### config.mk
export PLATFORM = sky130hd
export DESIGN_NAME = scl_top
export DESIGN_NICKNAME = d
export VERILOG_FILES = /design/src/scl_pkg.sv /design/src/scl_top.sv
export VERILOG_INCLUDE_DIRS = /design/src /design/src/src
export SDC_FILE = /design/constraint.sdc
export NUM_CORES = 1
export LEC_CHECK = 0
export BUFFER_PORTS_ARGS = -buffer_cell sky130_fd_sc_hd__buf_2
export CAP_MARGIN = 0
export CORE_MARGIN = 4
export CORE_UTILIZATION = 35
export CTS_CLUSTER_DIAMETER = 60
export CTS_CLUSTER_SIZE = 16
export DETAILED_ROUTE_END_ITERATION = 8
export PLACE_DENSITY = 0.53
export SYNTH_ARGS = -nofsm -noshare
export SYNTH_HDL_FRONTEND = slang
export SYNTH_SLANG_ARGS = --single-unit
export TNS_END_PERCENT = 20
### constraint.sdc
create_clock -name hclk -period 3.4 [get_ports hclk]
set_clock_uncertainty 0.05 [all_clocks]
set_input_delay 0.68 -clock hclk [delete_from_list [all_inputs] [get_ports hclk]]
set_output_delay 0.68 -clock hclk [all_outputs]
set_load 0.05 [all_outputs]
### src/scl_defs.svh
/*
  Constants of the supply crowbar and LED control block: register
  indexes, field positions, reset values and timing figures.
  Assumes a 50 MHz standby clock; included by scl_top.
*/
// What this block does
// - Supply on while supply dead starts a crowbar timer; terminal count flags crowbar.
// - Crowbar drops supply-on and steers the ACPI power state to OFF.
// - Crowbar timeout 0.5 to 2.25 s, chosen by power control bits 4-3.
// - Up to two LED outputs, each present only when pin function bits select it.
// - Power control bit 7 sets the polarity of both LED outputs.
// - LED mode bits 3-2: 01 hardware mode one, 10 hardware mode two, else software.
// - LED state bits 2-0 drive LED1, bits 5-3 drive LED2: on, off or blink.
// - Software mode: LEDs follow fields with main supply, off without it.
// - Mode one: LED1 off in reset; LED2 blinks 1 Hz in standby-only power off.
// - Mode two: in ACPI, LEDs software only in S5 with bit 6 and control on; in legacy, with main supply.
// - Strap inputs are sampled once, right after standby power-up reset.
// - Straps 00 control on; 01 neither; 10 LED2 only; 11 both.
// - Write-one-to-clear bits clear on 1 and keep on 0.
// - One index reads one register while writes land in another register.
// - Registers live at indexes 20h-2Eh; 2Eh is reserved and inert.
// - Legacy crowbar returns the controller OFF and pulses the button output.
// - ACPI crowbar forces supply-on inactive and pulses the button output.
`ifndef SCL_DEFS_SVH
`define SCL_DEFS_SVH
// register indexes; byte address is four times the index
`define SCL_IDX_ID 6'h20
`define SCL_IDX_CF1 6'h21
`define SCL_IDX_CF2 6'h22
`define SCL_IDX_CF3 6'h23
`define SCL_IDX_CF4 6'h24
`define SCL_IDX_CF5 6'h25
`define SCL_IDX_SHADOW 6'h26
`define SCL_IDX_REV 6'h27
`define SCL_IDX_CF8 6'h28
`define SCL_IDX_PINF 6'h2A
`define SCL_IDX_LMODE 6'h2B
`define SCL_IDX_LSTATE 6'h2C
`define SCL_IDX_PWR 6'h2D
`define SCL_IDX_RSVD 6'h2E
// field positions
`define SCL_PWR_ACPI 0
`define SCL_PWR_SOFTOFF 1
`define SCL_PWR_CB_LO 3
`define SCL_PWR_CB_HI 4
`define SCL_PWR_CBFLAG 5
`define SCL_PWR_POL 7
`define SCL_LST_S5OK 6
`define SCL_LMODE_LO 2
`define SCL_LMODE_HI 3
// reset values
`define SCL_RST_REG 8'h00
// timing, in milliseconds and microseconds, and derived cycle counts at 50 MHz
`define SCL_CLK_KHZ 50000
`define SCL_CB0_MS 500
`define SCL_CB1_MS 1000
`define SCL_CB2_MS 1500
`define SCL_CB3_MS 2250
`define SCL_PB_MS 100
`define SCL_TICK_US 62500
`define SCL_MS2CYC(ms) ((ms) * `SCL_CLK_KHZ)
`define SCL_US2CYC(us) ((us) * (`SCL_CLK_KHZ / 1000))
`endif

### src/scl_pkg.sv
/*
  Types of the supply crowbar and LED control block.
  Assumes nothing beyond the defs header.
*/
package scl_pkg;
  typedef enum logic [1:0] {
    SCL_LED_SW,
    SCL_LED_HW1,
    SCL_LED_HW2
  } scl_led_mode_t;
  typedef enum logic [1:0] {
    SCL_BUS_IDLE,
    SCL_BUS_RD,
    SCL_BUS_WR
  } scl_bus_t;
endpackage : scl_pkg

### src/scl_top.sv
/*
  Supply crowbar watchdog, power button pulser, strap capture, LED
  controller and an AHB-Lite slave holding the configuration registers.
  Assumes one 50 MHz standby clock; pins are synchronised here.
*/
// The AHB-Lite slave port is this design's own decision.
`include "scl_defs.svh"
module scl_top
  import scl_pkg::*;
#(
  parameter logic [26:0] CB0_CYC = 27'(`SCL_MS2CYC(`SCL_CB0_MS)),
  parameter logic [26:0] CB1_CYC = 27'(`SCL_MS2CYC(`SCL_CB1_MS)),
  parameter logic [26:0] CB2_CYC = 27'(`SCL_MS2CYC(`SCL_CB2_MS)),
  parameter logic [26:0] CB3_CYC = 27'(`SCL_MS2CYC(`SCL_CB3_MS)),
  parameter logic [26:0] PB_CYC = 27'(`SCL_MS2CYC(`SCL_PB_MS)),
  parameter logic [26:0] TICK_CYC = 27'(`SCL_US2CYC(`SCL_TICK_US)),
  parameter logic [7:0] CHIP_ID = 8'h5A, // arbitrary value
  parameter logic [7:0] CHIP_REV = 8'h01 // arbitrary value
) (
  // clock, reset, enable
  input wire logic hclk,
  input wire logic hresetn,
  input wire logic clk_en,
  // ahb-lite slave
  input wire logic hsel,
  input wire logic [31:0] haddr,
  input wire logic [1:0] htrans,
  input wire logic hwrite,
  input wire logic [2:0] hsize,
  input wire logic [31:0] hwdata,
  input wire logic hready,
  output logic hreadyout,
  output logic hresp,
  output logic [31:0] hrdata,
  // supply and acpi pins
  input wire logic supply_good_in,
  input wire logic main_supply_in,
  input wire logic sleep_s3_in,
  input wire logic sleep_s5_in,
  input wire logic power_button_in,
  input wire logic supply_led_strap0,
  input wire logic supply_led_strap1,
  output logic supply_on_out,
  output logic power_button_out,
  // leds
  output logic led1_out,
  output logic led1_oe,
  output logic led2_out,
  output logic led2_oe
);

  // led field code to level; codes 6 and 7 stay dark
  function automatic logic led_level(input logic [2:0] code,
                                     input logic [4:0] tk);
    case (code)
      3'h1: led_level = 1'b1;
      3'h2: led_level = tk[1];
      3'h3: led_level = tk[2];
      3'h4: led_level = tk[3];
      3'h5: led_level = tk[4];
      default: led_level = 1'b0;
    endcase
  endfunction : led_level

  logic [4:0] meta_ff, sync_ff;
  logic [1:0] strap_meta_ff, strap_ff;
  logic strap_done_ff, psc_en_ff, led2_sel_ff;
  logic [1:0] fill_ff;
  logic [7:0] cf_ff [0:5];
  logic [7:0] shadow_ff, pinf_ff, lmode_ff, lstate_ff, pwr_ff;
  logic cbflag_ff, softoff_ff;
  scl_bus_t bus_ff;
  logic [5:0] idx_ff;
  logic [26:0] cb_cnt_ff, pb_cnt_ff, tick_cnt_ff;
  logic [4:0] tick_ff;
  logic crowbar_ff, forced_off_ff, legacy_on_ff, btn_prev_ff;
  logic [26:0] cb_lim;
  logic good, main_ok, s3_on, s5_sleep, btn;
  logic wr_go, crowbar_hit, pb_start, pb_end, pwr_wr;
  logic [7:0] wdat, rd_val;
  scl_led_mode_t lmode;
  logic lvl1, lvl2;

  assign good = sync_ff[0];
  assign main_ok = sync_ff[1];
  assign s3_on = sync_ff[2];
  assign s5_sleep = ~sync_ff[3];
  assign btn = sync_ff[4];
  assign wdat = hwdata[7:0];
  assign wr_go = (bus_ff == SCL_BUS_WR);
  assign pwr_wr = wr_go && (idx_ff == `SCL_IDX_PWR);

  // two flops on every supply, sleep, button and strap pin; only the second stage is read
  always_ff @(posedge hclk or negedge hresetn) begin
    if (!hresetn) begin
      meta_ff <= 5'h00;
      sync_ff <= 5'h00;
      strap_meta_ff <= 2'h0;
      strap_ff <= 2'h0;
    end else if (clk_en) begin
      meta_ff <= {power_button_in, sleep_s5_in, sleep_s3_in,
                  main_supply_in, supply_good_in};
      sync_ff <= meta_ff;
      strap_meta_ff <= {supply_led_strap1, supply_led_strap0};
      strap_ff <= strap_meta_ff;
    end
  end

  // straps latched once after release; two edges first, else the pipeline
  // would still hold its reset zeros instead of the pin levels
  always_ff @(posedge hclk or negedge hresetn) begin
    if (!hresetn) begin
      strap_done_ff <= 1'b0;
      psc_en_ff <= 1'b0;
      led2_sel_ff <= 1'b0;
      fill_ff <= 2'h0;
    end else if (clk_en) begin
      if (fill_ff != 2'h2) begin
        fill_ff <= fill_ff + 2'h1;
      end else if (!strap_done_ff) begin
        strap_done_ff <= 1'b1;
        psc_en_ff <= (strap_ff == 2'h0) || (strap_ff == 2'h3);
        led2_sel_ff <= strap_ff[1];
      end
    end
  end

  // ahb-lite: writes take no wait, reads one wait so data is current
  always_ff @(posedge hclk or negedge hresetn) begin
    if (!hresetn) begin
      bus_ff <= SCL_BUS_IDLE;
      idx_ff <= 6'h00;
      hreadyout <= 1'b1;
    end else if (clk_en) begin
      if (hsel && hready && htrans[1]) begin
        idx_ff <= haddr[7:2];
        bus_ff <= hwrite ? SCL_BUS_WR : SCL_BUS_RD;
        hreadyout <= hwrite;
      end else begin
        bus_ff <= SCL_BUS_IDLE;
        hreadyout <= 1'b1;
      end
    end
  end

  // read mux; unmapped and reserved indexes read zero
  always_comb begin
    rd_val = 8'h00;
    case (idx_ff)
      `SCL_IDX_ID: rd_val = CHIP_ID;
      `SCL_IDX_CF1: rd_val = cf_ff[0];
      `SCL_IDX_CF2: rd_val = cf_ff[1];
      `SCL_IDX_CF3: rd_val = cf_ff[2];
      `SCL_IDX_CF4: rd_val = cf_ff[3];
      `SCL_IDX_CF5: rd_val = cf_ff[4];
      `SCL_IDX_SHADOW: rd_val = shadow_ff;
      `SCL_IDX_REV: rd_val = CHIP_REV;
      `SCL_IDX_CF8: rd_val = cf_ff[5];
      `SCL_IDX_PINF: rd_val = pinf_ff;
      `SCL_IDX_LMODE: rd_val = lmode_ff;
      `SCL_IDX_LSTATE: rd_val = lstate_ff;
      `SCL_IDX_PWR: rd_val = {pwr_ff[7:6], cbflag_ff, pwr_ff[4:2], 1'b0,
                              pwr_ff[0]};
      default: rd_val = 8'h00;
    endcase
  end

  // read data and an always-okay response
  always_ff @(posedge hclk or negedge hresetn) begin
    if (!hresetn) begin
      hrdata <= 32'h00000000;
      hresp <= 1'b0;
    end else if (clk_en) begin
      hresp <= 1'b0;
      if (bus_ff == SCL_BUS_RD) begin
        hrdata <= {24'h000000, rd_val};
      end
    end
  end

  // plain configuration registers; 2Eh and unmapped writes are dropped
  always_ff @(posedge hclk or negedge hresetn) begin
    if (!hresetn) begin
      for (int i = 0; i < 6; i++) begin
        cf_ff[i] <= `SCL_RST_REG;
      end
      shadow_ff <= `SCL_RST_REG;
      pinf_ff <= `SCL_RST_REG;
      lmode_ff <= `SCL_RST_REG;
      lstate_ff <= `SCL_RST_REG;
      pwr_ff <= `SCL_RST_REG;
    end else if (clk_en && wr_go) begin
      case (idx_ff)
        `SCL_IDX_CF1: cf_ff[0] <= wdat;
        `SCL_IDX_CF2: cf_ff[1] <= wdat;
        `SCL_IDX_CF3: cf_ff[2] <= wdat;
        `SCL_IDX_CF4: cf_ff[3] <= wdat;
        `SCL_IDX_CF5: cf_ff[4] <= wdat;
        `SCL_IDX_REV: shadow_ff <= wdat;
        `SCL_IDX_CF8: cf_ff[5] <= wdat;
        `SCL_IDX_PINF: pinf_ff <= wdat;
        `SCL_IDX_LMODE: lmode_ff <= wdat;
        `SCL_IDX_LSTATE: lstate_ff <= wdat;
        `SCL_IDX_PWR: pwr_ff <= wdat;
        default: ;
      endcase
    end
  end

  // crowbar flag: a new crowbar beats a same-cycle clear
  always_ff @(posedge hclk or negedge hresetn) begin
    if (!hresetn) begin
      cbflag_ff <= 1'b0;
    end else if (clk_en) begin
      if (crowbar_hit) begin
        cbflag_ff <= 1'b1;
      end else if (pwr_wr && wdat[`SCL_PWR_CBFLAG]) begin
        cbflag_ff <= 1'b0;
      end
    end
  end

  // soft off is a one-shot command, it never reads back as one
  always_ff @(posedge hclk or negedge hresetn) begin
    if (!hresetn) begin
      softoff_ff <= 1'b0;
    end else if (clk_en) begin
      softoff_ff <= pwr_wr && wdat[`SCL_PWR_SOFTOFF];
    end
  end

  // crowbar timeout select
  always_comb begin
    case (pwr_ff[`SCL_PWR_CB_HI:`SCL_PWR_CB_LO])
      2'h0: cb_lim = CB0_CYC;
      2'h1: cb_lim = CB1_CYC;
      2'h2: cb_lim = CB2_CYC;
      default: cb_lim = CB3_CYC;
    endcase
  end

  assign crowbar_hit = supply_on_out && !good && (cb_cnt_ff >= cb_lim - 27'h1);

  // crowbar timer runs only while supply-on waits for a dead supply
  always_ff @(posedge hclk or negedge hresetn) begin
    if (!hresetn) begin
      cb_cnt_ff <= 27'h0;
    end else if (clk_en) begin
      if (!supply_on_out || good || crowbar_hit) begin
        cb_cnt_ff <= 27'h0;
      end else begin
        cb_cnt_ff <= cb_cnt_ff + 27'h1;
      end
    end
  end

  // button pulse: from a button press or from a crowbar
  assign pb_start = (btn && !btn_prev_ff) || crowbar_hit;
  assign pb_end = power_button_out && (pb_cnt_ff == PB_CYC - 27'h1);

  always_ff @(posedge hclk or negedge hresetn) begin
    if (!hresetn) begin
      btn_prev_ff <= 1'b0;
      pb_cnt_ff <= 27'h0;
      power_button_out <= 1'b0;
    end else if (clk_en) begin
      btn_prev_ff <= btn;
      if (pb_end) begin
        power_button_out <= 1'b0;
        pb_cnt_ff <= 27'h0;
      end else if (power_button_out) begin
        pb_cnt_ff <= pb_cnt_ff + 27'h1;
      end else if (pb_start && psc_en_ff) begin
        power_button_out <= 1'b1;
      end
    end
  end

  // crowbar_ff marks a sync pulse until it ends, so that end never toggles
  // the legacy state back on; forced off is kept until the controller drops s3
  always_ff @(posedge hclk or negedge hresetn) begin
    if (!hresetn) begin
      crowbar_ff <= 1'b0;
      forced_off_ff <= 1'b0;
    end else if (clk_en) begin
      if (crowbar_hit) begin
        crowbar_ff <= 1'b1;
      end else if (pb_end) begin
        crowbar_ff <= 1'b0;
      end
      if (crowbar_hit) begin
        forced_off_ff <= 1'b1;
      end else if (!s3_on) begin
        forced_off_ff <= 1'b0;
      end
    end
  end

  // legacy on/off: button pulse end toggles, soft off or crowbar go off
  always_ff @(posedge hclk or negedge hresetn) begin
    if (!hresetn) begin
      legacy_on_ff <= 1'b0;
    end else if (clk_en) begin
      if (crowbar_hit || softoff_ff) begin
        legacy_on_ff <= 1'b0;
      end else if (pb_end && !crowbar_ff) begin
        legacy_on_ff <= !legacy_on_ff;
      end
    end
  end

  // supply-on drive; inactive whenever the straps disable control
  always_ff @(posedge hclk or negedge hresetn) begin
    if (!hresetn) begin
      supply_on_out <= 1'b0;
    end else if (clk_en) begin
      if (!psc_en_ff || crowbar_hit) begin
        supply_on_out <= 1'b0;
      end else if (pwr_ff[`SCL_PWR_ACPI]) begin
        supply_on_out <= s3_on && !forced_off_ff;
      end else begin
        supply_on_out <= legacy_on_ff;
      end
    end
  end

  // blink time base: tick every 62.5 ms, bit 3 gives 1 hz
  always_ff @(posedge hclk or negedge hresetn) begin
    if (!hresetn) begin
      tick_cnt_ff <= 27'h0;
      tick_ff <= 5'h00;
    end else if (clk_en) begin
      if (tick_cnt_ff == TICK_CYC - 27'h1) begin
        tick_cnt_ff <= 27'h0;
        tick_ff <= tick_ff + 5'h01;
      end else begin
        tick_cnt_ff <= tick_cnt_ff + 27'h1;
      end
    end
  end

  // led mode decode
  always_comb begin
    case (lmode_ff[`SCL_LMODE_HI:`SCL_LMODE_LO])
      2'h1: lmode = SCL_LED_HW1;
      2'h2: lmode = SCL_LED_HW2;
      default: lmode = SCL_LED_SW;
    endcase
  end

  // led levels by mode and system state; strap wait stands for reset
  always_comb begin
    lvl1 = 1'b0;
    lvl2 = 1'b0;
    case (lmode)
      SCL_LED_HW1: begin
        lvl1 = strap_done_ff && led_level(lstate_ff[2:0], tick_ff);
        lvl2 = (main_ok && strap_done_ff) ? led_level(lstate_ff[5:3], tick_ff)
                                          : tick_ff[3];
      end
      SCL_LED_HW2: begin
        if (pwr_ff[`SCL_PWR_ACPI] ? (s5_sleep && lstate_ff[`SCL_LST_S5OK] && psc_en_ff)
                                  : main_ok) begin
          lvl1 = led_level(lstate_ff[2:0], tick_ff);
          lvl2 = led_level(lstate_ff[5:3], tick_ff);
        end
      end
      default: begin
        if (main_ok) begin
          lvl1 = led_level(lstate_ff[2:0], tick_ff);
          lvl2 = led_level(lstate_ff[5:3], tick_ff);
        end
      end
    endcase
  end

  // led pins; an unselected pin is released and parks inactive
  always_ff @(posedge hclk or negedge hresetn) begin
    if (!hresetn) begin
      led1_out <= 1'b0;
      led2_out <= 1'b0;
      led1_oe <= 1'b0;
      led2_oe <= 1'b0;
    end else if (clk_en) begin
      led1_oe <= pinf_ff[2:1] != 2'h0;
      led2_oe <= pinf_ff[3] && led2_sel_ff;
      led1_out <= (pinf_ff[2:1] != 2'h0 && lvl1) ^ pwr_ff[`SCL_PWR_POL];
      led2_out <= (pinf_ff[3] && led2_sel_ff && lvl2) ^ pwr_ff[`SCL_PWR_POL];
    end
  end

endmodule : scl_top

Word level (Yosys, flattened, before mapping) --
Index checks and enable logic that the tools add are counted. W data, S select, Z words.
Storage, ports and cells: bits in registers 222, logic and storage cells 183, bits of input ports 82, output and inout port bits 40
Cells by class: magnitude comparators 1, add/sub/neg operators 6, eq/ne operators 36, reduce and logical (&&, ||, !) cells 62, multiplexer cells 34, bitwise logic cells 5
Operators with widths (number):
- $mux W27 | 4
- $pmux W8 S13 | 1
- $add A27 B1 Y27 const B | 3
- $pmux W27 S3 | 1
- $eq A6 B6 Y1 const B | 13
- $reduce_and A2 Y1 | 21
- $eq A27 B22 Y1 const B | 1
- $eq A27 B23 Y1 const B | 1
- $ge A27 B27 Y1 | 1
- $sub A27 B1 Y27 const B | 1
- $mux W1 | 21
- $logic_and A1 B1 Y1 | 20
- $eq A3 B2 Y1 const B | 4
- $eq A3 B3 Y1 const B | 4
- $eq A2 B2 Y1 const B | 5
- $pmux W1 S5 | 2
- $reduce_bool A2 Y1 | 5
- $eq A2 B1 Y1 const B | 4
- $logic_not A1 Y1 | 7
- $eq A3 B1 Y1 const B | 2
- $logic_or A1 B1 Y1 | 6
- $add A5 B1 Y5 const B | 1
- $logic_not A2 Y1 | 2
- $mux W2 | 2
- 8 further kinds | 12

Logic depth before layout (Yosys ltp) --
Gate-level depths: netlist (run 1).
depth after elaboration 10, mapped depth 11, depth with buffers taken out 10

Least setup slack after synthesis (run 1) --
Ideal clock, no wire load.
path type reg2reg, start reg pwr_ff[3], end reg cb_cnt_ff[12], path buffers 1, setup slack 0.615 ns, period minus slack after synthesis 2.785 ns, data arrival time 2.662 ns, library setup time 0.072 ns, cell stages (with the launch flop) 12, data required time 3.278 ns, cells stage by stage dfrtp_1 -> inv_1 -> ha_1 -> and3_1 -> ha_1 -> a21o_1 -> a41o_1 -> a221oi_1 -> o211a_1 -> a21oi_1 -> buf_2 -> nor2_1
On the way: cells in the longest elaborated chain, start to end 7, elaborated cells between the ends (all ways) 9, those cells by class 1 x add/sub; 1 x order compare; 2 x eq/ne; 2 x mux; 3 x reduce/logical
Ends and longest elaborated chain:
- start: declaration | line scl_top.sv:70 | logic [7:0] shadow_ff, pinf_ff, lmode_ff, lstate_ff, pwr_ff;
- start signal: assignment | line scl_top.sv:191 | pwr_ff <= `SCL_RST_REG;
- start signal: assignment | line scl_top.sv:204 | `SCL_IDX_PWR: pwr_ff <= wdat;
- $eq A2 B2 Y1, or another cell as far along | line scl_top.sv:234 | case (pwr_ff[`SCL_PWR_CB_HI:`SCL_PWR_CB_LO])
- $pmux W27 S3 (*) | line scl_top.sv:234
- $sub A27 B1 Y27 (*) | line scl_top.sv:242 | assign crowbar_hit = supply_on_out && !good && (cb_cnt_ff >= cb_lim - 27'h1);
- $ge A27 B27 Y1 (*) | line scl_top.sv:242
- $logic_and A1 B1 Y1 (*) | line scl_top.sv:242
- $logic_or A1 B1 Y1 (*) | line scl_top.sv:249 | if (!supply_on_out || good || crowbar_hit) begin
- $mux W27 (*) | line scl_top.sv:249
- end signal: assignment | line scl_top.sv:252 | cb_cnt_ff <= cb_cnt_ff + 27'h1;
- end: declaration | line scl_top.sv:74 | logic [26:0] cb_cnt_ff, pb_cnt_ff, tick_cnt_ff;
Mark *: on every way between the ends. The rest lies on a longest branch, timed or not. A chain may end at the register's enable or synchronous reset.

Final worst setup path (run 1) --
start reg pwr_ff[3], end reg cb_cnt_ff[15]
The elaborated chain is that of the path after synthesis.

==> impl_metrics.yaml, run 1 <==
layout:
  nFillCells: 2993
  drive_gt1_share_pct: 21.6
  area_growth_pct: 13.4
  diodes: 0
  final_nets: 1169
setup_path:
  cp.required_ns: 3.80
  cp-start-kind: "register"
  cp.arrival_ns: 3.53
  reg2reg_to: "cb_cnt_ff[15]$_DFFE_PN0P_"
  reg2reg_depth: 10
  max_stage_delay_ns: 0.46
  path_common_cell: "ha_1"
  crit_slowest_cell: "dfrtp_1"
  reg2reg_setup_slack_ns: 0.27
  crit_path_cell_trace: "ha_1 > and3_1 > ha_1 > a21o_1 > a41o_1 > a221oi_1 > o211a_1 > a21oi_1 > buf_4 > nor2_1"
  crit_path_end_kind: "register"
  cp_max_fo: 10
  r2r_start: "pwr_ff[3]$_DFFE_PN0P_"
  path_class: "register to register"
placement:
  place.gp.congestion: 0.813
  dp_hpwl_mm: 17.5
  io_buffer_count: 42
grt:
  grt_overflow: 0
  grt_pass1_wl_mm: 41.6
  grt_max_degree: 87
  grt_pass1_vias: 7499
  track_usage_pct: 14.7
  antenna_found_initial: 0
routing:
  dr.first_iter.drc_count: 370
  drtPass1Iterations: 5
  ant_nets: 0
  drt-total-wl_mm: 24.9
  detail_route.wl_per_cell_um: 17.0
  drc: 0
  drt-vias-per-instance: 5.15
  vias: 7561
worst_hold_path:
  min_path_type: "input port to asynchronous set/reset pin"
yosys:
  netlist_area_mm2: 0.0110
  ys_warn_count: 0
  yosysUniqueCellTypes: 69
  synth-edff-count: 0
  synthFlopType: "dfrtp_1"
  synthCells: 1002
  synthDominantCellAreaShare_pct: 49.8
  synth_seq_cells: 220
  synth_area_leader_cell: "dfrtp_1"
  ys_top_cells_by_area: "dfrtp_1 50%, mux2_2 11%, ha_1 3.6%"
  synthArstFlopShare_pct: 100
  avgSynthCellArea_um2: 11.0
  ys_seq_area_share_pct: 50.0
pwr:
  leakagePower_nw: 5.84
  powerDensity_mw_per_mm2: 504
  report.power.total_mw: 6.30
  peakVddDrop_mv: 0.411
die:
  core_mm2: 0.0308
  rows: 64
  fp.dieW_um: 185
  die_area_mm2: 0.0343
  die_h_um: 185
  initial_utilization_pct: 35.7
  io_pins: 122
sta:
  period_share_pct: 92.1
  hold_violations: 0
  max-slew-margin-rel_pct: 53.5
  fin_setup_tns_ns: 0
  fmax_mhz: 319
  drv_slew: 0
  fin_crit_ns: 3.13
  rsz0062_at_grt: "no"
  worstMarginPinSlew_ns: 0.698
  setup_violations: 0
cts:
  cts.path.max_buffers: 3
  clkTransAtPathRegs_ns: 0.06
  cts.sinks: 220
  clkLatencyLatePin_ns: 0.53
  cts-root-buf: "clkbuf_16"
  h-tree-depth: 1
  ctsResizeCount: 0
  cts_tree: "built"
  cts-buffers-inserted: 24
  postCtsSetupBuffers: 0
  holdBufCountCts: 0
job:
  drv_cap: 0
run_status:
  status: "finished, final reports clean"
-- power by group --
part	switching, mW	leakage (nW)	internal (mW)
sequential	0.163	2.94	2.77
combinational	0.406	2.49	0.233
clock	1.19	0.409	1.54
-- state kept, by name, indices dropped and copies added (netlist names), 8 cells and up --
signal,count
cb_cnt_ff,27
lmode_ff,8
tick_cnt_ff,27
hrdata,8
shadow_ff,8
pb_cnt_ff,27
pinf_ff,8
lstate_ff,8
cf_ff,48
-- final cells by class --
class | instances | area, um^2 | share of cell area, %
sequential | 220 | 5510 | 44.1
multi-input combinational | 716 | 5130 | 41.1
clock buffer | 29 | 671 | 5.37
tap | 396 | 495 | 3.97
timing repair buffer | 63 | 403 | 3.23
clock inverter | 15 | 161 | 1.29
inverter | 30 | 113 | 0.902
-- placed cells by master (no fill, tap or decap), types with 16 or more instances in the layout --
cell       instances
a21oi_1           27
dfrtp_1          219
nor3_1            16
nor2_1            67
a22oi_1           27
o21ai_0           30
nand3_1           36
nand2_1           77
and3_1            29
buf_4             19
xor2_1            43
xnor2_1           31
conb_1            26
clkbuf_16         25
nand4_1           35
mux2_2           104
inv_1             29
ha_1              32
buf_2             41
-- synth_stat cells (all sizes together) (2+ instances only) --
master	n
o211ai	2
a21oi	27
nor3	20
a222oi	2
o2bb2ai	3
a211oi	8
buf	38
and3b	4
xor2	43
and4bb	2
nor4	11
mux2	104
inv	29
conb	2
a22o	4
and3	29
nand4	35
a2111oi	3
o22ai	8
a221oi	3
nand2b	7
nor4b	3
clkbuf	22
and4	10
nor2b	2
or3	6
ha	32
nor4bb	2
dfrtp	219
a21o	9
a22oi	27
o21ai	30
mux2i	5
xnor2	31
nand3	36
nor2	71
a31oi	6
and2	7
nand2	79
o31ai	2
-- critical path: cells and delay by family, from the launching register on --
family	cells	cell delay [ns]
compound gates	5	1.29
fa+ha+maj	2	0.69
buf+inv	1	0.21
flops	1	0.46
simple gates	2	0.37
-- cell families (layout without fill, tap and decap cells) --
group | after synthesis | count (layout) | synth area share, %
and+or+nand+nor | 330 | 330 | 16.3
xor gates and xnor gates | 74 | 74 | 5.89
DFF | 220 | 220 | 50.0
AOI/OAI and AO/OA | 145 | 145 | 8.79
buffers and inverters | 90 | 137 | 4.15
other | 2 | 26 | 0.0682
adders and majority gates | 32 | 32 | 3.64
muxes | 109 | 109 | 11.1
-- per-layer routing --
metal  share of wire (%)  up-vias  global-route usage, %
met1                  51     3734                   22.6
li1                    -     3677                      -
met2                  44      118                   22.3
met4                 2.0        0                   3.32
met5                   0        -                      0
met3                 3.4       32                   1.89
-- worst max path at each step --
stage / cells after the start / end / slack (ns) / start
final: 10 / cb_cnt_ff[15]$_DFFE_PN0P_ / 0.27 / pwr_ff[3]$_DFFE_PN0P_
after global routing: 11 / cb_cnt_ff[15]$_DFFE_PN0P_ / 0.03 / pwr_ff[4]$_DFFE_PN0P_
after CTS: 11 / cb_cnt_ff[15]$_DFFE_PN0P_ / 0.24 / pwr_ff[3]$_DFFE_PN0P_
after detailed placement: 11 / cb_cnt_ff[24]$_DFFE_PN0P_ / 0.27 / pwr_ff[3]$_DFFE_PN0P_
after global placement: 10 / cb_cnt_ff[7]$_DFFE_PN0P_ / 0.33 / pwr_ff[3]$_DFFE_PN0P_
after floorplan: 11 / cb_cnt_ff[12]$_DFFE_PN0P_ / 0.62 / pwr_ff[3]$_DFFE_PN0P_
-- through the flow --
step	instance area [um^2]	instances	setup slack, ns	util (%)	hold WS (ns)
final	12500	1469	0.268	40.5	0.107
after global routing	12500	1469	0.0321	40.5	0.155
after CTS	12500	1469	0.240	40.5	0.131
after detailed placement	11700	1425	0.272	37.8	0.413
after global placement	11700	1425	0.334	37.8	0.409
after floorplan	11100	1026	0.615	-	0.334
(Power assumes the default switching activity.)
==> run 2, diff against run 1 <==
--- a/config.mk
+++ b/config.mk
@@ -6,6 +6,7 @@
 export SDC_FILE = /design/constraint.sdc
 export NUM_CORES = 1
 export LEC_CHECK = 0
+export ABC_AREA = 1
 export BUFFER_PORTS_ARGS = -buffer_cell sky130_fd_sc_hd__buf_2
 export CAP_MARGIN = 0
 export CORE_MARGIN = 4
==> impl_metrics.yaml, run 2 <==
worst_hold_path:
  min_path_type: "input port to register"
grt:
  grt_pass1_wl_mm: 48.5
  track_usage_pct: 16.2
  grt_overflow: 0
  antenna_found_initial: 0
  grt_pass1_vias: 9262
  grt_max_degree: 101
layout:
  final_cell_mix: "383 x nand2_1, 219 x dfrtp_1, 165 x inv_1, 96 x nor2_1, 91 x o21ai_0"
  nFillCells: 3410
  fin_util_pct: 40.2
  final_area_mm2: 0.0131
  diodes: 0
  drive_gt1_share_pct: 10.7
  final_nets: 1604
  largest_reg_flops: 48
  top_register: "cf_ff"
  final_common_cell: "nand2_1"
  layoutNonFillerInstCount: 1950
  area_growth_pct: 13.1
sta:
  period_share_pct: 82.6
  drv_slew: 0
  fin_crit_ns: 2.81
  max-slew-margin-rel_pct: 60.4
  rsz0062_at_grt: "no"
  layout_setup_ws_ns: 0.593
  worstMarginPinSlew_ns: 0.594
  hold_violations: 0
  fin_setup_tns_ns: 0
  hold_slack_ns: 0.303
  setup_violations: 0
  fmax_mhz: 356
pwr:
  peakVddDrop_mv: 0.314
  report.power.total_mw: 6.56
  powerDensity_mw_per_mm2: 500
  leakagePower_nw: 6.36
yosys:
  netlist_area_mm2: 0.0116
  synthArstFlopShare_pct: 100
  synthDominantCellAreaShare_pct: 47.3
  synth_area_leader_cell: "dfrtp_1"
  synth_seq_cells: 220
  yosysUniqueCellTypes: 51
  synthCells: 1439
  ys_warn_count: 0
  ys_top_cells_by_area: "dfrtp_1 47%, nand2_1 12%, inv_1 5.3%"
  yosysMostFrequentCell: "nand2_1"
  synth-edff-count: 0
  synthFlopType: "dfrtp_1"
  avgSynthCellArea_um2: 8.05
  ys_seq_area_share_pct: 47.5
  synthTopCellsByCount: "383 x nand2_1, 219 x dfrtp_1, 165 x inv_1"
setup_path:
  cp-start-kind: "register"
  path_class: "register to register"
  crit_path_end_kind: "register"
  crit_slowest_cell: "dfrtp_1"
  max_stage_delay_ns: 0.47
  cp.required_ns: 3.76
  cp_max_fo: 12
  cp.arrival_ns: 3.17
  crit_path_cell_trace: "inv_1 > ha_1 > nor2_1 > ha_1 > nand2_1 > nor2_1 > nand4_1 > nor2_1 > nand2_1 > nand4_4 > buf_4 > nor2_1 > nand2_1 > nand2_1"
cts:
  cts-buffers-inserted: 25
  clkTransAtPathRegs_ns: 0.07
  cts.sinks: 220
  h-tree-depth: 1
  cts-root-buf: "clkbuf_16"
  postCtsSetupBuffers: 0
  clkLatencyLatePin_ns: 0.53
  cts.path.max_buffers: 3
  ctsResizeCount: 0
  cts_tree: "built"
placement:
  place_inst: 1904
  dp_hpwl_mm: 20.4
  place_area_mm2: 0.0122
  place.gp.congestion: 0.857
  post-place-ws_ns: 0.611
  io_buffer_count: 42
die:
  rows: 66
  fp.dieW_um: 190
  die_h_um: 190
  core_mm2: 0.0326
  die_area_mm2: 0.0361
  initial_utilization_pct: 35.5
  io_pins: 122
routing:
  vias: 9387
  ant_nets: 0
  detail_route.wl_per_cell_um: 14.6
  drc: 0
  dr.first_iter.drc_count: 662
  drt-vias-per-instance: 4.81
  drtPass1Iterations: 7
  drt-total-wl_mm: 28.6
run_status:
  status: "finished, final reports clean"
job:
  drv_cap: 0
[run 2: cell count changes after synthesis, sizes merged, moves of 8 or more]
| cell | delta |
|---|---|
| nand2 | +316 |
| inv | +153 |
| o21ai | +112 |
| mux2 | -104 |
| nand3 | +42 |
| nor2 | +41 |
| a21oi | +31 |
| a22oi | -27 |
| and3 | -23 |
| xnor2 | -22 |
| xor2 | -18 |
| nor3 | +11 |
| and4 | -10 |
| a21o | -8 |
[run 2: logic make-up after synthesis]
logic type                 synth area share, %
DFF                                       47.5
and+or+nand+nor                           26.6
AOI/OAI and AO/OA                         11.1
adders and majority gates                 3.46
buffers and inverters                     8.62
other                                   0.0648
xor gates and xnor gates                  2.57
[run 2: worst paths after layout]
kind / from / slack, ns / endpoint / depth (start not counted)
max in group asynchronous: hresetn / 1.84 / hrdata[3]$_DFFE_PN0P_ / 3
hold / removal: haddr[7] / 0.30 / idx_ff[5]$_DFFE_PN0P_ / 3
setup reg to reg: pwr_ff[3]$_DFFE_PN0P_ / 0.59 / cb_cnt_ff[0]$_DFFE_PN0P_ / 14
min in group asynchronous: hresetn / 0.58 / cb_cnt_ff[20]$_DFFE_PN0P_ / 2
setup / recovery: pwr_ff[3]$_DFFE_PN0P_ / 0.59 / cb_cnt_ff[0]$_DFFE_PN0P_ / 14
hold reg to reg: tick_cnt_ff[25]$_DFFE_PN0P_ / 0.42 / tick_cnt_ff[25]$_DFFE_PN0P_ / 1
[run 2: critical path: cells and delay by family, from the launching register on]
| family | cells | cell delay [ns] |
|---|---|---|
| buf+inv | 2 | 0.51 |
| simple gates | 10 | 1.09 |
| flops | 1 | 0.47 |
| fa+ha+maj | 2 | 0.55 |
[run 2: per-layer routing]
layer,global-route usage (%),share of wire [%],vias up
li1,-,-,4733
met1,23.3,49,4427
met2,25.7,44,178
met3,2.22,3.8,49
met4,4.17,2.5,0
met5,0,0,-
[run 2: report_power, final]
part           switching (mW)  internal, mW  total (mW)
Clock                    1.21          1.62        2.83
Combinational           0.539         0.220       0.760
Sequential              0.165          2.80        2.97
[run 2: repair_timing]
item                       in CTS  in global routing
setup endpoints to repair       0                  0
hold endpoints to repair       37                  0
hold buffers                    1                  0
[run 2: area by class of cell]
| cell class | count | area [um^2] | area share, % |
|---|---|---|---|
| Sequential cell | 220 | 5510 | 42.0 |
| Clock buffer | 26 | 629 | 4.80 |
| Clock inverter | 19 | 233 | 1.78 |
| Multi-Input combinational cell | 1007 | 5170 | 39.5 |
| Tap cell | 442 | 553 | 4.22 |
| Inverter | 182 | 683 | 5.22 |
| Timing Repair Buffer | 54 | 325 | 2.48 |
